==> src/fcs_cfg.svh <==
// constants for the file command sequencer: the host mode value, parameter
// patterns, status codes and the file size ceiling.
// assumes nothing; included by the package users only.
`ifndef FCS_CFG_SVH
`define FCS_CFG_SVH

`define FCS_MODE_HOST 8'h03
`define FCS_PTR_END 32'hFFFF_FFFF
`define FCS_PTR_START 32'h0000_0000
`define FCS_CLOSE_UPDATE_BIT 0
`define FCS_DIR_ALL 32'h0000_00FF
`define FCS_MAX_FILE 32'h4000_0000
`define FCS_IRQ_BIT 7

`define FCS_ST_IDLE 8'h00
`define FCS_ST_OK 8'h01
`define FCS_ST_CONNECT 8'h02
`define FCS_ST_DISCONNECT 8'h03
`define FCS_ST_MISS_FILE 8'h04
`define FCS_ST_ERR 8'h05
`define FCS_ST_FULL 8'h06

`endif

==> src/fcs_pkg.sv <==
// types shared by the file command sequencer and its surroundings.
// assumes the command codes below are the ones the host issues.
`default_nettype none
package fcs_pkg;

    typedef enum logic [7:0] {
        FCS_C_SET_MODE = 8'h01,
        FCS_C_DISK_CONNECT = 8'h02,
        FCS_C_MOUNT = 8'h03,
        FCS_C_OPEN = 8'h04,
        FCS_C_CREATE = 8'h05,
        FCS_C_DIR_CREATE = 8'h06,
        FCS_C_SET_PTR = 8'h07,
        FCS_C_BYTE_WRITE = 8'h08,
        FCS_C_BYTE_READ = 8'h09,
        FCS_C_CLOSE = 8'h0A,
        FCS_C_READ_DIR = 8'h0B,
        FCS_C_OFFSET_WRITE = 8'h0C,
        FCS_C_SAVE_DIR = 8'h0D
    } fcs_cmd_e_t;

    typedef struct packed {
        fcs_cmd_e_t code;
        logic [31:0] param;
    } fcs_cmd_t;

    typedef struct packed {
        logic [31:0] length;
    } fcs_dir_wr_t;

    typedef enum logic [2:0] {
        FCS_S_IDLE = 3'b001,
        FCS_S_WRITE = 3'b010,
        FCS_S_FLUSH = 3'b100
    } fcs_state_t;

endpackage : fcs_pkg
`default_nettype wire

==> src/fcs_sequencer.sv <==
// file command sequencer: takes host commands, tracks file pointer and
// length, streams write bytes through a fifo to the medium.
// assumes medium lookup inputs are on mclk; stick_pin is asynchronous.
`timescale 1ns/1ps
`default_nettype none
`include "fcs_cfg.svh"

module fcs_fifo #(
    parameter int WIDTH = 8,
    parameter int DEPTH = 8
) (
    input wire logic mclk,
    input wire logic rst_n,
    input wire logic in_valid,
    input wire logic [WIDTH-1:0] in_data,
    output logic in_ready,
    output logic out_valid,
    output logic [WIDTH-1:0] out_data,
    input wire logic out_ready
);
    localparam int AW = $clog2(DEPTH);
    logic [WIDTH-1:0] mem [DEPTH];
    logic [AW-1:0] wp_reg, wp_next, rp_reg, rp_next;
    logic [AW:0] cnt_reg, cnt_next;
    logic full_reg, full_next, empty_reg, empty_next;
    logic push, pop;

    always_comb begin
        push = in_valid && !full_reg;
        pop = out_ready && !empty_reg;
        wp_next = push ? ((wp_reg == AW'(DEPTH - 1)) ? '0 : wp_reg + 1'b1) : wp_reg;
        rp_next = pop ? ((rp_reg == AW'(DEPTH - 1)) ? '0 : rp_reg + 1'b1) : rp_reg;
        cnt_next = cnt_reg + (AW + 1)'(push) - (AW + 1)'(pop);
        full_next = (cnt_next == (AW + 1)'(DEPTH));
        empty_next = (cnt_next == '0);
    end

    always_ff @(posedge mclk or negedge rst_n) begin
        if (!rst_n) begin
            wp_reg <= '0;
            rp_reg <= '0;
            cnt_reg <= '0;
            full_reg <= 1'b0;
            empty_reg <= 1'b1;
        end else begin
            wp_reg <= wp_next;
            rp_reg <= rp_next;
            cnt_reg <= cnt_next;
            full_reg <= full_next;
            empty_reg <= empty_next;
        end
    end

    // storage has no reset; contents are qualified by the count
    always_ff @(posedge mclk) begin
        if (push) begin
            mem[wp_reg] <= in_data;
        end
    end

    assign in_ready = !full_reg;
    assign out_valid = !empty_reg;
    assign out_data = mem[rp_reg];
endmodule : fcs_fifo

module fcs_sequencer #(
    parameter int FIFO_DEPTH = 8
) (
    input wire logic mclk,
    input wire logic resetn,
    input wire logic cmd_valid,
    input wire fcs_pkg::fcs_cmd_t cmd,
    output logic cmd_ready,
    input wire logic host_data_valid,
    input wire logic [7:0] host_data,
    output logic host_data_ready,
    input wire logic status_rd,
    output logic int_n,
    output logic [7:0] status_port,
    output logic [7:0] status_code,
    output logic [31:0] resp_value,
    input wire logic stick_pin,
    input wire logic file_exists,
    input wire logic [31:0] file_len_in,
    output logic media_wr_valid,
    output logic [7:0] media_wr_data,
    input wire logic media_wr_ready,
    output logic dir_wr_valid,
    output fcs_pkg::fcs_dir_wr_t dir_wr
);
    logic [1:0] rs_reg;
    logic rst_n;
    always_ff @(posedge mclk or negedge resetn) begin
        if (!resetn) begin
            rs_reg <= 2'b00;
        end else begin
            rs_reg <= {rs_reg[0], 1'b1};
        end
    end
    assign rst_n = rs_reg[1];

    function automatic logic [31:0] min32(input logic [31:0] a, input logic [31:0] b);
        min32 = (a < b) ? a : b;
    endfunction : min32

    fcs_pkg::fcs_state_t state_reg, state_next;
    logic s1_reg, s2_reg, s3_reg, present_reg, present_next;
    logic mode_reg, mode_next, mounted_reg, mounted_next, open_reg, open_next;
    logic [31:0] ptr_reg, ptr_next, len_reg, len_next, remain_reg, remain_next;
    logic [31:0] resp_reg, resp_next;
    logic [7:0] code_reg, code_next;
    logic pend_reg, pend_next, conn_reg, conn_next, rdy_reg, rdy_next;
    logic mv_reg, mv_next, dv_reg, dv_next;
    logic [7:0] md_reg, md_next;
    logic [31:0] dl_reg, dl_next;
    logic accept, done, pop, f_valid;
    logic [7:0] f_data, done_code;

    fcs_fifo #(.WIDTH(8), .DEPTH(FIFO_DEPTH)) u_fifo (
        .mclk(mclk),
        .rst_n(rst_n),
        .in_valid(host_data_valid),
        .in_data(host_data),
        .in_ready(host_data_ready),
        .out_valid(f_valid),
        .out_data(f_data),
        .out_ready(pop)
    );

    always_comb begin
        accept = cmd_valid && rdy_reg;
        state_next = state_reg;
        present_next = (s2_reg == s3_reg) ? s3_reg : present_reg;
        mode_next = mode_reg;
        mounted_next = mounted_reg && present_reg;
        open_next = open_reg && present_reg;
        ptr_next = ptr_reg;
        len_next = len_reg;
        remain_next = remain_reg;
        resp_next = resp_reg;
        dv_next = 1'b0;
        dl_next = dl_reg;
        done = 1'b0;
        done_code = `FCS_ST_OK;
        pop = 1'b0;
        mv_next = mv_reg && !media_wr_ready;
        md_next = md_reg;
        rdy_next = rdy_reg;
        case (state_reg)
            fcs_pkg::FCS_S_IDLE: begin
                if (accept) begin
                    done = 1'b1;
                    case (cmd.code)
                        fcs_pkg::FCS_C_SET_MODE: begin
                            mode_next = (cmd.param[7:0] == `FCS_MODE_HOST);
                            done_code = mode_next ? `FCS_ST_OK : `FCS_ST_ERR;
                        end
                        fcs_pkg::FCS_C_DISK_CONNECT: begin
                            done_code = present_reg ? `FCS_ST_OK : `FCS_ST_DISCONNECT;
                        end
                        fcs_pkg::FCS_C_MOUNT: begin
                            mounted_next = present_reg && mode_reg;
                            done_code = mounted_next ? `FCS_ST_OK : `FCS_ST_ERR;
                        end
                        fcs_pkg::FCS_C_OPEN: begin
                            if (!mounted_reg) begin
                                done_code = `FCS_ST_ERR;
                            end else if (!file_exists) begin
                                done_code = `FCS_ST_MISS_FILE;
                            end else begin
                                open_next = 1'b1;
                                ptr_next = `FCS_PTR_START;
                                len_next = min32(file_len_in, `FCS_MAX_FILE);
                            end
                        end
                        fcs_pkg::FCS_C_CREATE, fcs_pkg::FCS_C_DIR_CREATE: begin
                            open_next = mounted_reg;
                            ptr_next = `FCS_PTR_START;
                            len_next = '0;
                            done_code = mounted_reg ? `FCS_ST_OK : `FCS_ST_ERR;
                        end
                        fcs_pkg::FCS_C_SET_PTR: begin
                            // all ones and any value past the end both clamp to the length
                            ptr_next = open_reg ? min32(cmd.param, len_reg) : ptr_reg;
                            done_code = open_reg ? `FCS_ST_OK : `FCS_ST_ERR;
                        end
                        fcs_pkg::FCS_C_BYTE_WRITE: begin
                            remain_next = min32(cmd.param, `FCS_MAX_FILE - ptr_reg);
                            if (!open_reg) begin
                                done_code = `FCS_ST_ERR;
                            end else if (remain_next == '0) begin
                                done_code = `FCS_ST_FULL;
                            end else begin
                                done = 1'b0;
                                rdy_next = 1'b0;
                                state_next = fcs_pkg::FCS_S_WRITE;
                            end
                            resp_next = remain_next;
                        end
                        fcs_pkg::FCS_C_BYTE_READ: begin
                            resp_next = open_reg ? min32(cmd.param, len_reg - ptr_reg) : '0;
                            ptr_next = ptr_reg + resp_next;
                            done_code = open_reg ? `FCS_ST_OK : `FCS_ST_ERR;
                        end
                        fcs_pkg::FCS_C_CLOSE: begin
                            dv_next = open_reg && cmd.param[`FCS_CLOSE_UPDATE_BIT];
                            dl_next = dv_next ? len_reg : dl_reg;
                            open_next = 1'b0;
                        end
                        fcs_pkg::FCS_C_READ_DIR: begin
                            resp_next = len_reg;
                            done_code = (open_reg && cmd.param == `FCS_DIR_ALL) ? `FCS_ST_OK : `FCS_ST_ERR;
                        end
                        fcs_pkg::FCS_C_OFFSET_WRITE: begin
                            len_next = open_reg ? min32(cmd.param, `FCS_MAX_FILE) : len_reg;
                            done_code = open_reg ? `FCS_ST_OK : `FCS_ST_ERR;
                        end
                        fcs_pkg::FCS_C_SAVE_DIR: begin
                            dv_next = open_reg;
                            dl_next = open_reg ? len_reg : dl_reg;
                            done_code = open_reg ? `FCS_ST_OK : `FCS_ST_ERR;
                        end
                        default: begin
                            done_code = `FCS_ST_ERR;
                        end
                    endcase
                end
            end
            fcs_pkg::FCS_S_WRITE: begin
                // one byte per cycle; the medium's ready stalls the fifo, then the host
                if (f_valid && (!mv_reg || media_wr_ready)) begin
                    pop = 1'b1;
                    mv_next = 1'b1;
                    md_next = f_data;
                    ptr_next = ptr_reg + 32'h0000_0001;
                    len_next = (ptr_reg >= len_reg) ? ptr_next : len_reg;
                    remain_next = remain_reg - 32'h0000_0001;
                    if (remain_next == '0) begin
                        state_next = fcs_pkg::FCS_S_FLUSH;
                    end
                end
            end
            fcs_pkg::FCS_S_FLUSH: begin
                if (!mv_reg || media_wr_ready) begin
                    done = 1'b1;
                    rdy_next = 1'b1;
                    state_next = fcs_pkg::FCS_S_IDLE;
                end
            end
            default: begin
                state_next = fcs_pkg::FCS_S_IDLE;
                rdy_next = 1'b1;
            end
        endcase
        // attach events wait behind a pending completion instead of being lost
        conn_next = conn_reg || (present_next && !present_reg);
        code_next = code_reg;
        pend_next = pend_reg && !status_rd;
        if (done) begin
            code_next = done_code;
            pend_next = 1'b1;
        end else if (conn_reg && !pend_reg) begin
            code_next = `FCS_ST_CONNECT;
            pend_next = 1'b1;
            conn_next = present_next && !present_reg;
        end
    end

    always_ff @(posedge mclk or negedge rst_n) begin
        if (!rst_n) begin
            state_reg <= fcs_pkg::FCS_S_IDLE;
            s1_reg <= 1'b0;
            s2_reg <= 1'b0;
            s3_reg <= 1'b0;
            present_reg <= 1'b0;
            mode_reg <= 1'b0;
            mounted_reg <= 1'b0;
            open_reg <= 1'b0;
            ptr_reg <= '0;
            len_reg <= '0;
            remain_reg <= '0;
            resp_reg <= '0;
            code_reg <= `FCS_ST_IDLE;
            pend_reg <= 1'b0;
            conn_reg <= 1'b0;
            rdy_reg <= 1'b1;
            mv_reg <= 1'b0;
            md_reg <= '0;
            dv_reg <= 1'b0;
            dl_reg <= '0;
        end else begin
            state_reg <= state_next;
            s1_reg <= stick_pin;
            s2_reg <= s1_reg;
            s3_reg <= s2_reg;
            present_reg <= present_next;
            mode_reg <= mode_next;
            mounted_reg <= mounted_next;
            open_reg <= open_next;
            ptr_reg <= ptr_next;
            len_reg <= len_next;
            remain_reg <= remain_next;
            resp_reg <= resp_next;
            code_reg <= code_next;
            pend_reg <= pend_next;
            conn_reg <= conn_next;
            rdy_reg <= rdy_next;
            mv_reg <= mv_next;
            md_reg <= md_next;
            dv_reg <= dv_next;
            dl_reg <= dl_next;
        end
    end

    assign cmd_ready = rdy_reg;
    assign int_n = !pend_reg;
    assign status_port = {!pend_reg, 7'h00};
    assign status_code = code_reg;
    assign resp_value = resp_reg;
    assign media_wr_valid = mv_reg;
    assign media_wr_data = md_reg;
    assign dir_wr_valid = dv_reg;
    assign dir_wr.length = dl_reg;
endmodule : fcs_sequencer
`default_nettype wire

==> config.mk <==
export PLATFORM = sky130hd
export DESIGN_NAME = fcs_sequencer
export DESIGN_NICKNAME = d
export VERILOG_FILES = /design/src/fcs_pkg.sv /design/src/fcs_sequencer.sv
export VERILOG_INCLUDE_DIRS = /design/src
export SDC_FILE = /design/constraint.sdc
export NUM_CORES = 1
export LEC_CHECK = 0
export ABC_AREA = 1
export BUFFER_PORTS_ARGS = -buffer_cell sky130_fd_sc_hd__buf_2
export CORE_MARGIN = 1.5
export CORE_UTILIZATION = 43
export CTS_CLUSTER_SIZE = 30
export DETAILED_ROUTE_END_ITERATION = 12
export PLACE_DENSITY_LB_ADDON = 0.15
export SLEW_MARGIN = 20
export SYNTH_ARGS = -nofsm -noshare
export SYNTH_HDL_FRONTEND = slang
export SYNTH_HIERARCHICAL = 1
export SYNTH_SLANG_ARGS = --single-unit
==> constraint.sdc <==
create_clock -name mclk -period 6.7 [get_ports mclk]
set_input_delay 0.335 -clock mclk [delete_from_list [all_inputs] [get_ports mclk]]
set_output_delay 0.335 -clock mclk [all_outputs]
set_load 0.1 [all_outputs]
# --- Word-level counts from Yosys, hierarchy flattened ---
# Memories as Yosys holds them, arrays and structs flattened. A register that Yosys moved wholly into a read port is not among the register bits.
# Cells that the tools add are included.
op_classes:
  bitwise: 1
  magnitude_cmp: 6
  eq_ne: 38
  mux: 88
  addsub: 9
  n_reduce_logical: 41
op_table:
  columns: ["operator", "n"]
  rows:
  - ["$mux 32", 22]
  - ["$pmux 32 s2", 4]
  - ["$pmux 32 s3", 2]
  - ["$pmux 32 s4", 1]
  - ["$lt 32x32->1", 3]
  - ["$logic_not 32->1", 2]
  - ["$lt 32x31->1 const B", 2]
  - ["$mux 3", 20]
  - ["$eq 8x4->1 const B", 6]
  - ["$add 32x1->32 const B", 1]
  - ["$add 32x32->32", 1]
  - ["$eq 32x8->1 const B", 1]
  - ["$eq 8x3->1 const B", 4]
  - ["$ge 32x32->1", 1]
  - ["$sub 31x32->32 const A", 1]
  - ["$sub 32x1->32 const B", 1]
  - ["$sub 32x32->32", 1]
  - ["$mux 1", 30]
  - ["$pmux 3 s9", 1]
  - ["$eq 8x2->1 const B", 3]
  - ["$ne 2x2->1 const B", 9]
  - ["$mux 8", 2]
  - ["$reduce_and 7->1", 2]
  - ["$logic_and 1x1->1", 13]
  - ["other kinds (31)", 50]
totals:
  out_inout_bits: 93
  mem_bits_rw: 64
  n_memories: 1
  elab_cells: 209
  regBits: 197
mem_list:
  columns: ["name", "depth", "word_bits", "rd", "rd_clocked_by_memory_dff", "wr", "line", "rtl"]
  rows:
  - ["u_fifo.mem", 8, 8, 1, 1, 1, "fcs_sequencer.sv:22", "logic [WIDTH-1:0] mem [DEPTH];"]

# --- Depth between registers and ports, before layout ---
# Gate-level depths: netlist of the first run.
logic_depth:
  ltp_word: 10
  ltp_mapped: 51
  depth_no_buf: 48

# --- Hierarchy ---
# Netlist of the first run, hierarchy kept.
modules_own_cells:
  columns: ["mod", "area_each_um2", "cells_per_inst", "instances"]
  rows:
  - ["fcs_sequencer", 19183.4, 2960, 1]
  - ["fcs_fifo", 3513.4, 360, 1]

# --- Least setup slack after synthesis of the first run ---
# No wires, ideal clock.
synth_path:
  path_kind: "reg2reg"
  from: "register ptr_reg[15]"
  to: "register ptr_reg[20]"
  t_arrival_ns: 5.740
  path_slack_ns: 0.837
  stages_incl_launch_ff: 47
  path_cell_list: "dfrtp_1 > clkbuf_1 > inv_1 > ha_1 > nand2_1 > nor2_1 > inv_1 > nor3_2 > nand4_1 > nand3_1 > nand2_1 > nand2_1 > nand2_1 > nand2_1 > nand2_1 > nand2_1 > nand2_1 > nand2_1 > [... 11 more ...] > nor3_1 > ha_1 > fa_1 > nand3_1 > nand2_1 > inv_1 > nor2_1 > inv_1 > o21ai_0 > nand3_1 > a21boi_1 > nand2_1 > nand2_2 > nand3_1 > a21oi_1 > nor2_1 > o21ai_1 > a21oi_1"
synth_between:
  elab_chain_len: 8
  elab_cells_between_ends: 10
  cone_classes: "3 x add/sub; 1 x order compare; 6 x mux"
synth_lines:
  columns: ["item", "line", "rtl"]
  rows:
  - ["start, declared", "fcs_sequencer.sv:109", "logic [31:0] ptr_reg, ptr_next, len_reg, len_next, remain_reg, remain_next;"]
  - ["start signal, assigned", "fcs_sequencer.sv:300", "ptr_reg <= ptr_next;"]
  - ["$sub 32x32->32", "fcs_sequencer.sv:201", "resp_next = open_reg ? min32(cmd.param, len_reg - ptr_reg) : '0;"]
  - ["$lt 32x32->1", "fcs_sequencer.sv:103", "min32 = (a < b) ? a : b;"]
  - ["$mux 32", "fcs_sequencer.sv:103", null]
  - ["$mux 32", "fcs_sequencer.sv:201", null]
  - ["$add 32x32->32", "fcs_sequencer.sv:202", "ptr_next = ptr_reg + resp_next;"]
  - ["$pmux 32 s4", "fcs_sequencer.sv:153", "case (cmd.code)"]
  - ["$mux 32", "fcs_sequencer.sv:151", "if (accept) begin"]
  - ["$pmux 32 s2 (*)", "fcs_sequencer.sv:149", "case (state_reg)"]
# Every way passes the cells marked *; elsewhere a longest branch is shown, timed or not. The select of a mux whose other input is x is not followed.
# A chain may end at the register's enable or synchronous reset.

# --- Worst setup path in the final report of the first run ---
layout_path:
  from: "register ptr_reg[0]"
  to: "register state_reg[2]"
layout_between:
  elab_chain_len: 6
layout_lines:
  columns: ["item", "line", "rtl"]
  rows:
  - ["$sub 31x32->32 (no source line) (*)", null, null]
  - ["$lt 32x32->1", "fcs_sequencer.sv:103", null]
  - ["$mux 32 (*)", "fcs_sequencer.sv:103", null]
  - ["$logic_not 32->1 (*)", "fcs_sequencer.sv:191", "end else if (remain_next == '0) begin"]
  - ["$ne 2x2->1 (no source line) (*)", null, null]
  - ["$reduce_and 7->1 (no source line) (*)", null, null]
  - ["end signal, assigned", "fcs_sequencer.sv:271", "state_reg <= fcs_pkg::FCS_S_IDLE;"]
  - ["end signal, assigned", "fcs_sequencer.sv:292", "state_reg <= state_next;"]
  - ["end, declared", "fcs_sequencer.sv:106", "fcs_pkg::fcs_state_t state_reg, state_next;"]
# Every way passes the cells marked *; elsewhere a longest branch is shown, timed or not.

==> qor.txt, run 1 <==
=================================================================================
Run status ......................................................... finished with violations
Violations in the final reports .................................... design-rule violations
Arrival time of data at the critical path endpoint .................      6900 ps
Count of input and output buffers ..................................          168
Post-synthesis area per instance ...................................    6.84 um^2
Clock latency on the worst-skew pair ...............................       590 ps
DRC marker count from the first detailed-route iteration ...........        2,453
Maximum level of the CTS H-tree ....................................            2
Transition at the pin with the smallest max-transition slack .......      1090 ps
Layout overhead on the synthesized area ............................        14.0%
CTS tree ...........................................................        built
Number of synthesis warnings .......................................            6
Total Negative Setup Slacks ........................................         0 ps
# setup viols final ................................................            0
Relative slew margins ..............................................        26.7%
Initial Utilization ................................................        43.4%
Setup crit end kind ................................................     register
Synthesized cell area ..............................................  0.0227 mm^2
Die Wd .............................................................       233 um
Most frequently used flop master after synthesis ................... sky130_fd_sc_hd__dfrtp_1
Total Routing Usage GR .............................................        37.3%
Root buf cell ...................................................... sky130_fd_sc_hd__clkbuf_16
Hold Path Cell Cnt .................................................            1
Area share of the leading cell type in the synthesized netlist .....        21.7%
Sequential share of the synthesized area ...........................        30.5%
Detailed-router iteration count before antenna repair ..............           10
Power density cells ................................................  538 mW/mm^2
Unique cell type count in the Yosys netlist ........................           70
Fmax ...............................................................      155 MHz
Max cap viols ......................................................            0
Routability congestion estimate from global placement ..............         1.04
Cell family with most CP delay ..................................... simple AND/OR/NAND/NOR gates
Hold/Removal Path Class ............................................       in2reg
Footprint of the multi-input gates .................................  0.0136 mm^2
Vias in the first global route .....................................       23,600
Final max-slew violation count .....................................            0
Half-perimeter wire length of the detailed placement result ........    79,300 um
Synthesized netlist cell count .....................................        3,320
Chip Height ........................................................       233 um
Total power ........................................................    13,900 uW
Total vias in the final route ......................................       24,600
Core area ..........................................................  0.0523 mm^2
Leading post-synthesis cells by cell area .......................... sky130_fd_sc_hd__dfrtp_1 22%, sky130_fd_sc_hd__nand2_1 14%, sky130_fd_sc_hd__ha_1 8.5%, sky130_fd_sc_hd__edfxtp_1 8.5%, sky130_fd_sc_hd__inv_1 6.8%
Post-synthesis async set-or-reset flop share .......................        75.8%
Final setup skew ...................................................      28.1 ps
Min Tclk post-route ................................................      6470 ps
Boundary Pins ......................................................          181
Area of the die ....................................................  0.0542 mm^2
Most common cell on crit path ...................................... sky130_fd_sc_hd__nand2_1
Clock buffer count from CTS ........................................           35
Register with the highest flop count ...............................   u_fifo/mem
Count of flip-flops with a built-in enable after synthesis .........           64
Ratio of cells with drive above 1 in the final layout ..............        13.5%
Worst ir drop on vdd ...............................................       494 uV
Cell with the largest stage delay on the worst path ................ sky130_fd_sc_hd__o21ai_0
Static Leakage .....................................................    0.0129 uW
Initial antenna violation count ....................................            3
Via density ........................................................         5.83
Delay of the slowest cell on the worst path ........................       850 ps
Maximum number of buffers from clock root to sink ..................            3
Number of routed nets with antenna violations ......................            0
Global-route congestion overflow total .............................            0
Filler instances ...................................................        5,388
Min-Delay Startpoint ............................................... host_data[1]
Launching point of the worst reg2reg path .......................... ptr_reg[0]$_DFFE_PN0P_
Cells after DPL ....................................................        4,149
NumNets Final ......................................................        3,753
Cell depth of the worst setup path .................................           29
Flip-flop count of the largest register after layout ...............           64
Wirelength per Cell ................................................      24.2 um
Critical path buffer and inverter count ............................            5
Startpoint of the most critical setup path ......................... ptr_reg[0]$_DFFE_PN0P_
Biggest area consumer among synthesized cells ...................... sky130_fd_sc_hd__dfrtp_1
Post-detailed-routing wire length ..................................   102,000 um
Clock slew seen by the registers of the worst setup and hold paths .        60 ps
Synthesized flop and latch total ...................................          264
Cell count of the worst reg-to-reg path ............................           29
Fin crit share .....................................................        96.5%
Setup CP Type ......................................................      reg2reg
Number of rows created at floorplan ................................           84
Data required time of the worst path ...............................      7130 ps
Maximum number of pins on one net before global-route repair .......          113
Non-filler instance count after layout .............................        4,225
Critical path fanouts, max .........................................           49
Area taken by flip-flops and latches ............................... 0.00694 mm^2
Sinks on the clock net .............................................          264
Number of design rule violations left after detail routing .........            2
Count of endpoints failing hold in the final timing report .........            0
Type of element launching the critical path ........................     register
Wire length of the first global-routing pass .......................   149,000 um
=================================================================================
## placed cells by master (no fill, tap or decap), types with 10 or more instances in the layout
| cell type | Yosys | routed |
|---|---|---|
| sky130_fd_sc_hd__clkbuf_1 | 89 | 11 |
| sky130_fd_sc_hd__xor2_1 | 64 | 63 |
| sky130_fd_sc_hd__edfxtp_1 | 64 | 64 |
| sky130_fd_sc_hd__a31oi_1 | 12 | 11 |
| sky130_fd_sc_hd__xnor2_1 | 13 | 13 |
| sky130_fd_sc_hd__nor2_1 | 277 | 270 |
| sky130_fd_sc_hd__nand3_1 | 215 | 213 |
| sky130_fd_sc_hd__nor3_2 | 10 | 10 |
| sky130_fd_sc_hd__nand2_1 | 823 | 820 |
| sky130_fd_sc_hd__clkbuf_16 | 0 | 35 |
| sky130_fd_sc_hd__buf_4 | 19 | 105 |
| sky130_fd_sc_hd__conb_1 | 2 | 13 |
| sky130_fd_sc_hd__o22ai_1 | 24 | 24 |
| sky130_fd_sc_hd__a22oi_1 | 16 | 16 |
| sky130_fd_sc_hd__a211oi_1 | 11 | 10 |
| sky130_fd_sc_hd__nor4_1 | 26 | 25 |
| sky130_fd_sc_hd__buf_2 | 15 | 168 |
| sky130_fd_sc_hd__ha_1 | 154 | 148 |
| sky130_fd_sc_hd__dfrtp_1 | 197 | 190 |
| sky130_fd_sc_hd__o211ai_1 | 32 | 32 |
| sky130_fd_sc_hd__o221ai_1 | 19 | 19 |
| sky130_fd_sc_hd__a21oi_1 | 220 | 216 |
| sky130_fd_sc_hd__clkinv_1 | 11 | 13 |
| sky130_fd_sc_hd__nand4_1 | 80 | 80 |
| sky130_fd_sc_hd__o21ai_1 | 19 | 24 |
| sky130_fd_sc_hd__nor2_2 | 14 | 21 |
| sky130_fd_sc_hd__o21ai_0 | 288 | 281 |
| sky130_fd_sc_hd__nand2_2 | 21 | 24 |
| sky130_fd_sc_hd__inv_2 | 20 | 21 |
| sky130_fd_sc_hd__inv_1 | 414 | 410 |
| sky130_fd_sc_hd__nor3_1 | 43 | 42 |
## metal layers
layer | up-vias | track usage [%] | share of wire, %
li1 | 11400 | - | -
met1 | 11600 | 45.3 | 40
met2 | 1246 | 60.3 | 45
met3 | 375 | 5.27 | 6.9
met4 | 0 | 27.3 | 8.6
met5 | - | 0 | 0
## where the power goes
group | switching [uW] | leakage [uW] | internal (uW)
sequential | 406 | 0.00314 | 2090
combinational | 6800 | 0.00920 | 2770
clock | 815 | 0.000531 | 1040
total | 8020 | 0.0129 | 5890
## metrics by stage
step / instance area (um^2) / setup slack, ps / hold slack [ps] / utilization, %
floorplan: 22700 / 719 / 39.4 / -
global placement: 24500 / 142 / 120 / 46.9
detailed placement: 24600 / 42.8 / 123 / 46.9
CTS: 25700 / 184 / 32.1 / 49.1
global route: 25900 / -21.7 / 38.2 / 49.4
finish: 25900 / 232 / 44.2 / 49.4
## area by class of cell
| cell class | count | area share [%] |
|---|---|---|
| Multi-Input combinational cell | 2482 | 52.5 |
| Inverter | 447 | 6.55 |
| Antenna cell | 2 | 0.0193 |
| Clock buffer | 51 | 3.81 |
| Clock inverter | 13 | 0.406 |
| Tap cell | 688 | 3.33 |
| Timing Repair Buffer | 278 | 6.57 |
| Sequential cell | 264 | 26.8 |
## kinds of logic (layout without fill, tap and decap cells)
family                     after synthesis  after routing  synth area share, %
buffers and inverters                  585            789                 10.5
DFF                                    264            264                 30.5
xor gates and xnor gates                79             79                 3.11
other                                    2             15               0.0331
adders and majority gates              157            157                 8.75
and+or+nand+nor                       1553           1553                 30.4
AOI/OAI and AO/OA                      680            680                 16.7
## worst reg2reg max path: cells and delay by family (launching register included)
kind | cells | cell delay [ps]
and+or+nand+nor | 17 | 2690
AOI/OAI and AO/OA | 4 | 1200
buffers and inverters | 5 | 1020
adders and majority gates | 2 | 610
xor gates and xnor gates | 1 | 410
DFF | 1 | 380
## cell usage after synthesis, types with 26 or more instances
library cell                 n
sky130_fd_sc_hd__nand2_1   823
sky130_fd_sc_hd__inv_1     414
sky130_fd_sc_hd__o21ai_0   288
sky130_fd_sc_hd__nor2_1    277
sky130_fd_sc_hd__a21oi_1   220
sky130_fd_sc_hd__nand3_1   215
sky130_fd_sc_hd__dfrtp_1   197
sky130_fd_sc_hd__ha_1      154
sky130_fd_sc_hd__clkbuf_1   89
sky130_fd_sc_hd__nand4_1    80
sky130_fd_sc_hd__edfxtp_1   64
sky130_fd_sc_hd__xor2_1     64
sky130_fd_sc_hd__nor3_1     43
sky130_fd_sc_hd__o211ai_1   32
sky130_fd_sc_hd__nor4_1     26
## final timing paths
kind                                         endpoint  slack, ps
setup / recovery             state_reg[2]$_DFFE_PN0P_        230
hold / removal             u_fifo/mem[3][1]$_DFFE_PP_         40
setup reg to reg             state_reg[2]$_DFFE_PN0P_        230
hold reg to reg                   rs_reg[1]$_DFF_PN0_        350
max in group asynchronous     ptr_reg[15]$_DFFE_PN0P_       5120
min in group asynchronous         rs_reg[1]$_DFF_PN0_         90
## repair_timing
| action | CTS | global route |
|---|---|---|
| hold buffers | 3 | 0 |
| hold endpoints to repair | 4 | 0 |
| setup buffers | 0 | 7 |
| gates cloned | 0 | 0 |
| endpoints found under the setup margin | 1 | 25 |
| gates resized for setup | 1 | 40 |
| pin swaps | 0 | 5 |
No activity file was read; power rests on OpenSTA's default activity.
==> inputs of run 2 (changes only) <==
- CAP_MARGIN: unset -> 25
- RECOVER_POWER: unset -> 100
==> run 2 against run 1 <==
Effect of this change:
- the flow finishes with violations (max-capacitance violations, max-slew violations)
- utilization is 0.36 points lower
- highest routed layer unchanged
- first-iteration DRC count is 4.4% higher
- die area stayed put
- clock skew hardly changed
- power is 0.19% lower
==> qor.txt, run 2 (same netlist as run 1, synthesis figures left out) <==
=================================================================================
Flip-flop count of the largest register after layout ...............           64   unchanged
Most common library cell in the layout ignoring fill and taps ...... sky130_fd_sc_hd__nand2_1
Clock buffer count from CTS ........................................           35   unchanged
Critical path fanouts, max .........................................           49   unchanged
Delay of the slowest cell on the worst path ........................       770 ps   -80 ps
Part of the total power dissipated in combinational logic ..........        68.7%   about the same
Net switching component of the power ...............................      8030 uW   +0.14%
Initial antenna violation count ....................................            3   unchanged
Cell with the largest stage delay on the worst path ................ sky130_fd_sc_hd__o21ai_0
Ratio of cells with drive above 1 in the final layout ..............        10.5%   -3.0 points
Final setup skew ...................................................      28.6 ps   +0.476 ps
Post-detailed-routing wire length ..................................   102,000 um   about the same
Sinks on the clock net .............................................          264   unchanged
Maximum number of buffers from clock root to sink ..................            3   unchanged
Most frequent cells in the layout .................................. 820 x sky130_fd_sc_hd__nand2_1, 412 x sky130_fd_sc_hd__inv_1, 288 x sky130_fd_sc_hd__o21ai_0
Wirelength per Cell ................................................      24.2 um   about the same
DRC marker count from the first detailed-route iteration ...........        2,560   +4.4%
Area of the die ....................................................  0.0542 mm^2   unchanged
Most common cell on crit path ...................................... sky130_fd_sc_hd__nand2_1
Transition at the pin with the smallest max-transition slack .......      3280 ps   +2190 ps
Worst ir drop on vdd ...............................................       493 uV   -0.15%
Root buf cell ...................................................... sky130_fd_sc_hd__clkbuf_16
Initial Utilization ................................................        43.4%   unchanged
Min Tclk post-route ................................................      6340 ps   -131 ps
Via density ........................................................         5.85   +0.39%
Static Leakage .....................................................    0.0125 uW   -3.0%
Total Negative Setup Slacks ........................................         0 ps   unchanged
Hold WS ............................................................      94.1 ps   +49.9 ps
Count of input and output buffers ..................................          168   unchanged
Fmax ...............................................................      158 MHz   +2.1%
Clock latency on the worst-skew pair ...............................       590 ps   about the same
Run status ......................................................... finished with violations
Clock slew seen by the registers of the worst setup and hold paths .        60 ps   about the same
Portion of total power attributed to sequential cells ..............        18.0%   about the same
Die Wd .............................................................       233 um   unchanged
Maximum number of pins on one net before global-route repair .......          113   unchanged
Register with the highest flop count ...............................   u_fifo/mem
Hold/Removal Path Class ............................................     in2async
Chip Height ........................................................       233 um   unchanged
Wire length of the first global-routing pass .......................   149,000 um   unchanged
Setup CP Type ......................................................      reg2reg
Half-perimeter wire length of the detailed placement result ........    79,300 um   unchanged
Max cap viols ......................................................            5   +5
Maximum level of the CTS H-tree ....................................            2   unchanged
Type of element launching the critical path ........................     register
Boundary Pins ......................................................          181   unchanged
Number of design rule violations left after detail routing .........            0   -2
Data required time of the worst path ...............................      7130 ps   about the same
Total Routing Usage GR .............................................        37.3%   unchanged
Critical path buffer and inverter count ............................            5   unchanged
CTS tree ...........................................................        built
Number of routed nets with antenna violations ......................            0   unchanged
Layout overhead on the synthesized area ............................        13.1%
Clk pwr share ......................................................        13.4%   about the same
Final max-slew violation count .....................................          295   +295
Count of endpoints failing hold in the final timing report .........            0   unchanged
Power density cells ................................................  541 mW/mm^2   +0.55%
Routability congestion estimate from global placement ..............         1.04   unchanged
Core area ..........................................................  0.0523 mm^2   unchanged
NumNets Final ......................................................        3,754   +0.027%
# setup viols final ................................................            0   unchanged
Number of rows created at floorplan ................................           84   unchanged
Fin crit share .....................................................        94.6%   -2.0 points
Violations in the final reports .................................... max-capacitance violations, max-slew violations
Relative slew margins ..............................................        -118%   -150 points
Vias in the first global route .....................................       23,600   unchanged
Total vias in the final route ......................................       24,700   +0.39%
Internal power .....................................................      5850 uW   -0.64%
Detailed-router iteration count before antenna repair ..............            7   -3
Filler instances ...................................................        5,449   +1.1%
Setup crit end kind ................................................     register
Total power ........................................................    13,900 uW   -0.19%
Arrival time of data at the critical path endpoint .................      6770 ps   -130 ps
Global-route congestion overflow total .............................            0   unchanged
Proportion of total power due to net switching .....................        57.8%   +0.19 points
Cell family with most CP delay ..................................... simple AND/OR/NAND/NOR gates
=================================================================================
[run 2: power by group through the flow]
stage,clock [uW],combinational (uW),sequential [uW]
after CTS,1890,9210,2480
after global placement,0,9120,2490
final,1860,9530,2490
after floorplan,0,5820,2850
after global routing,1950,10300,2530
after detailed placement,0,9170,2500
[run 2: worst paths after layout]
check | from | end | slack, ps | cells past startpoint
worst max-delay path | ptr_reg[0]$_DFFE_PN0P_ | state_reg[2]$_DFFE_PN0P_ | 360 | 29
worst min-delay path | resetn | rs_reg[1]$_DFF_PN0_ | 90 | 2
worst max register to register | ptr_reg[0]$_DFFE_PN0P_ | state_reg[2]$_DFFE_PN0P_ | 360 | 29
worst min register to register | rs_reg[0]$_DFF_PN0_ | rs_reg[1]$_DFF_PN0_ | 350 | 0
max in group asynchronous | rs_reg[1]$_DFF_PN0_ | ptr_reg[15]$_DFFE_PN0P_ | 1430 | 1
min in group mclk | media_wr_ready | media_wr_valid$_DFF_PN0_ | 100 | 4
[run 2: metal layers]
layer  vias up  GRT usage (%)  routed length, um  part of all wire (%)
met5         -              0                  0                     0
met4         0           27.3               8770                   8.6
met3       374           5.27               6700                   6.6
met2      1215           60.3              45900                    45
met1     11700           45.3              40900                    40
li1      11400              -                  -                     -
[run 2: repair_timing]
item,4_1_cts,5_1_grt
hold buffers,3,0
pin swaps,0,5
resized for setup,1,40
cloned,0,0
hold endpoints to repair,4,0
endpoints found under the setup margin,1,25
setup buffers,0,7
[run 2: through the flow]
stage	cell area, um^2	worst slack [ps]	util (%)	cells
3_5_place_dp	24600	42.8	46.9	4149
4_1_cts	25700	184	49.1	4216
6_report	25700	363	49.1	4225
5_1_grt	25700	-21.7	49.1	4224
3_3_place_gp	24500	142	46.9	4149
2_1_floorplan	22700	719	-	3331
[run 2: layout make-up]
class	count	area, um^2	area share, %
Multi-Input combinational cell	2482	13500	52.8
Sequential cell	264	6940	27.0
Inverter	447	1690	6.60
Timing Repair Buffer	279	1550	6.02
Clock buffer	51	986	3.84
Tap cell	688	861	3.35
Clock inverter	13	105	0.409
Antenna cell	1	2.50	0.00974
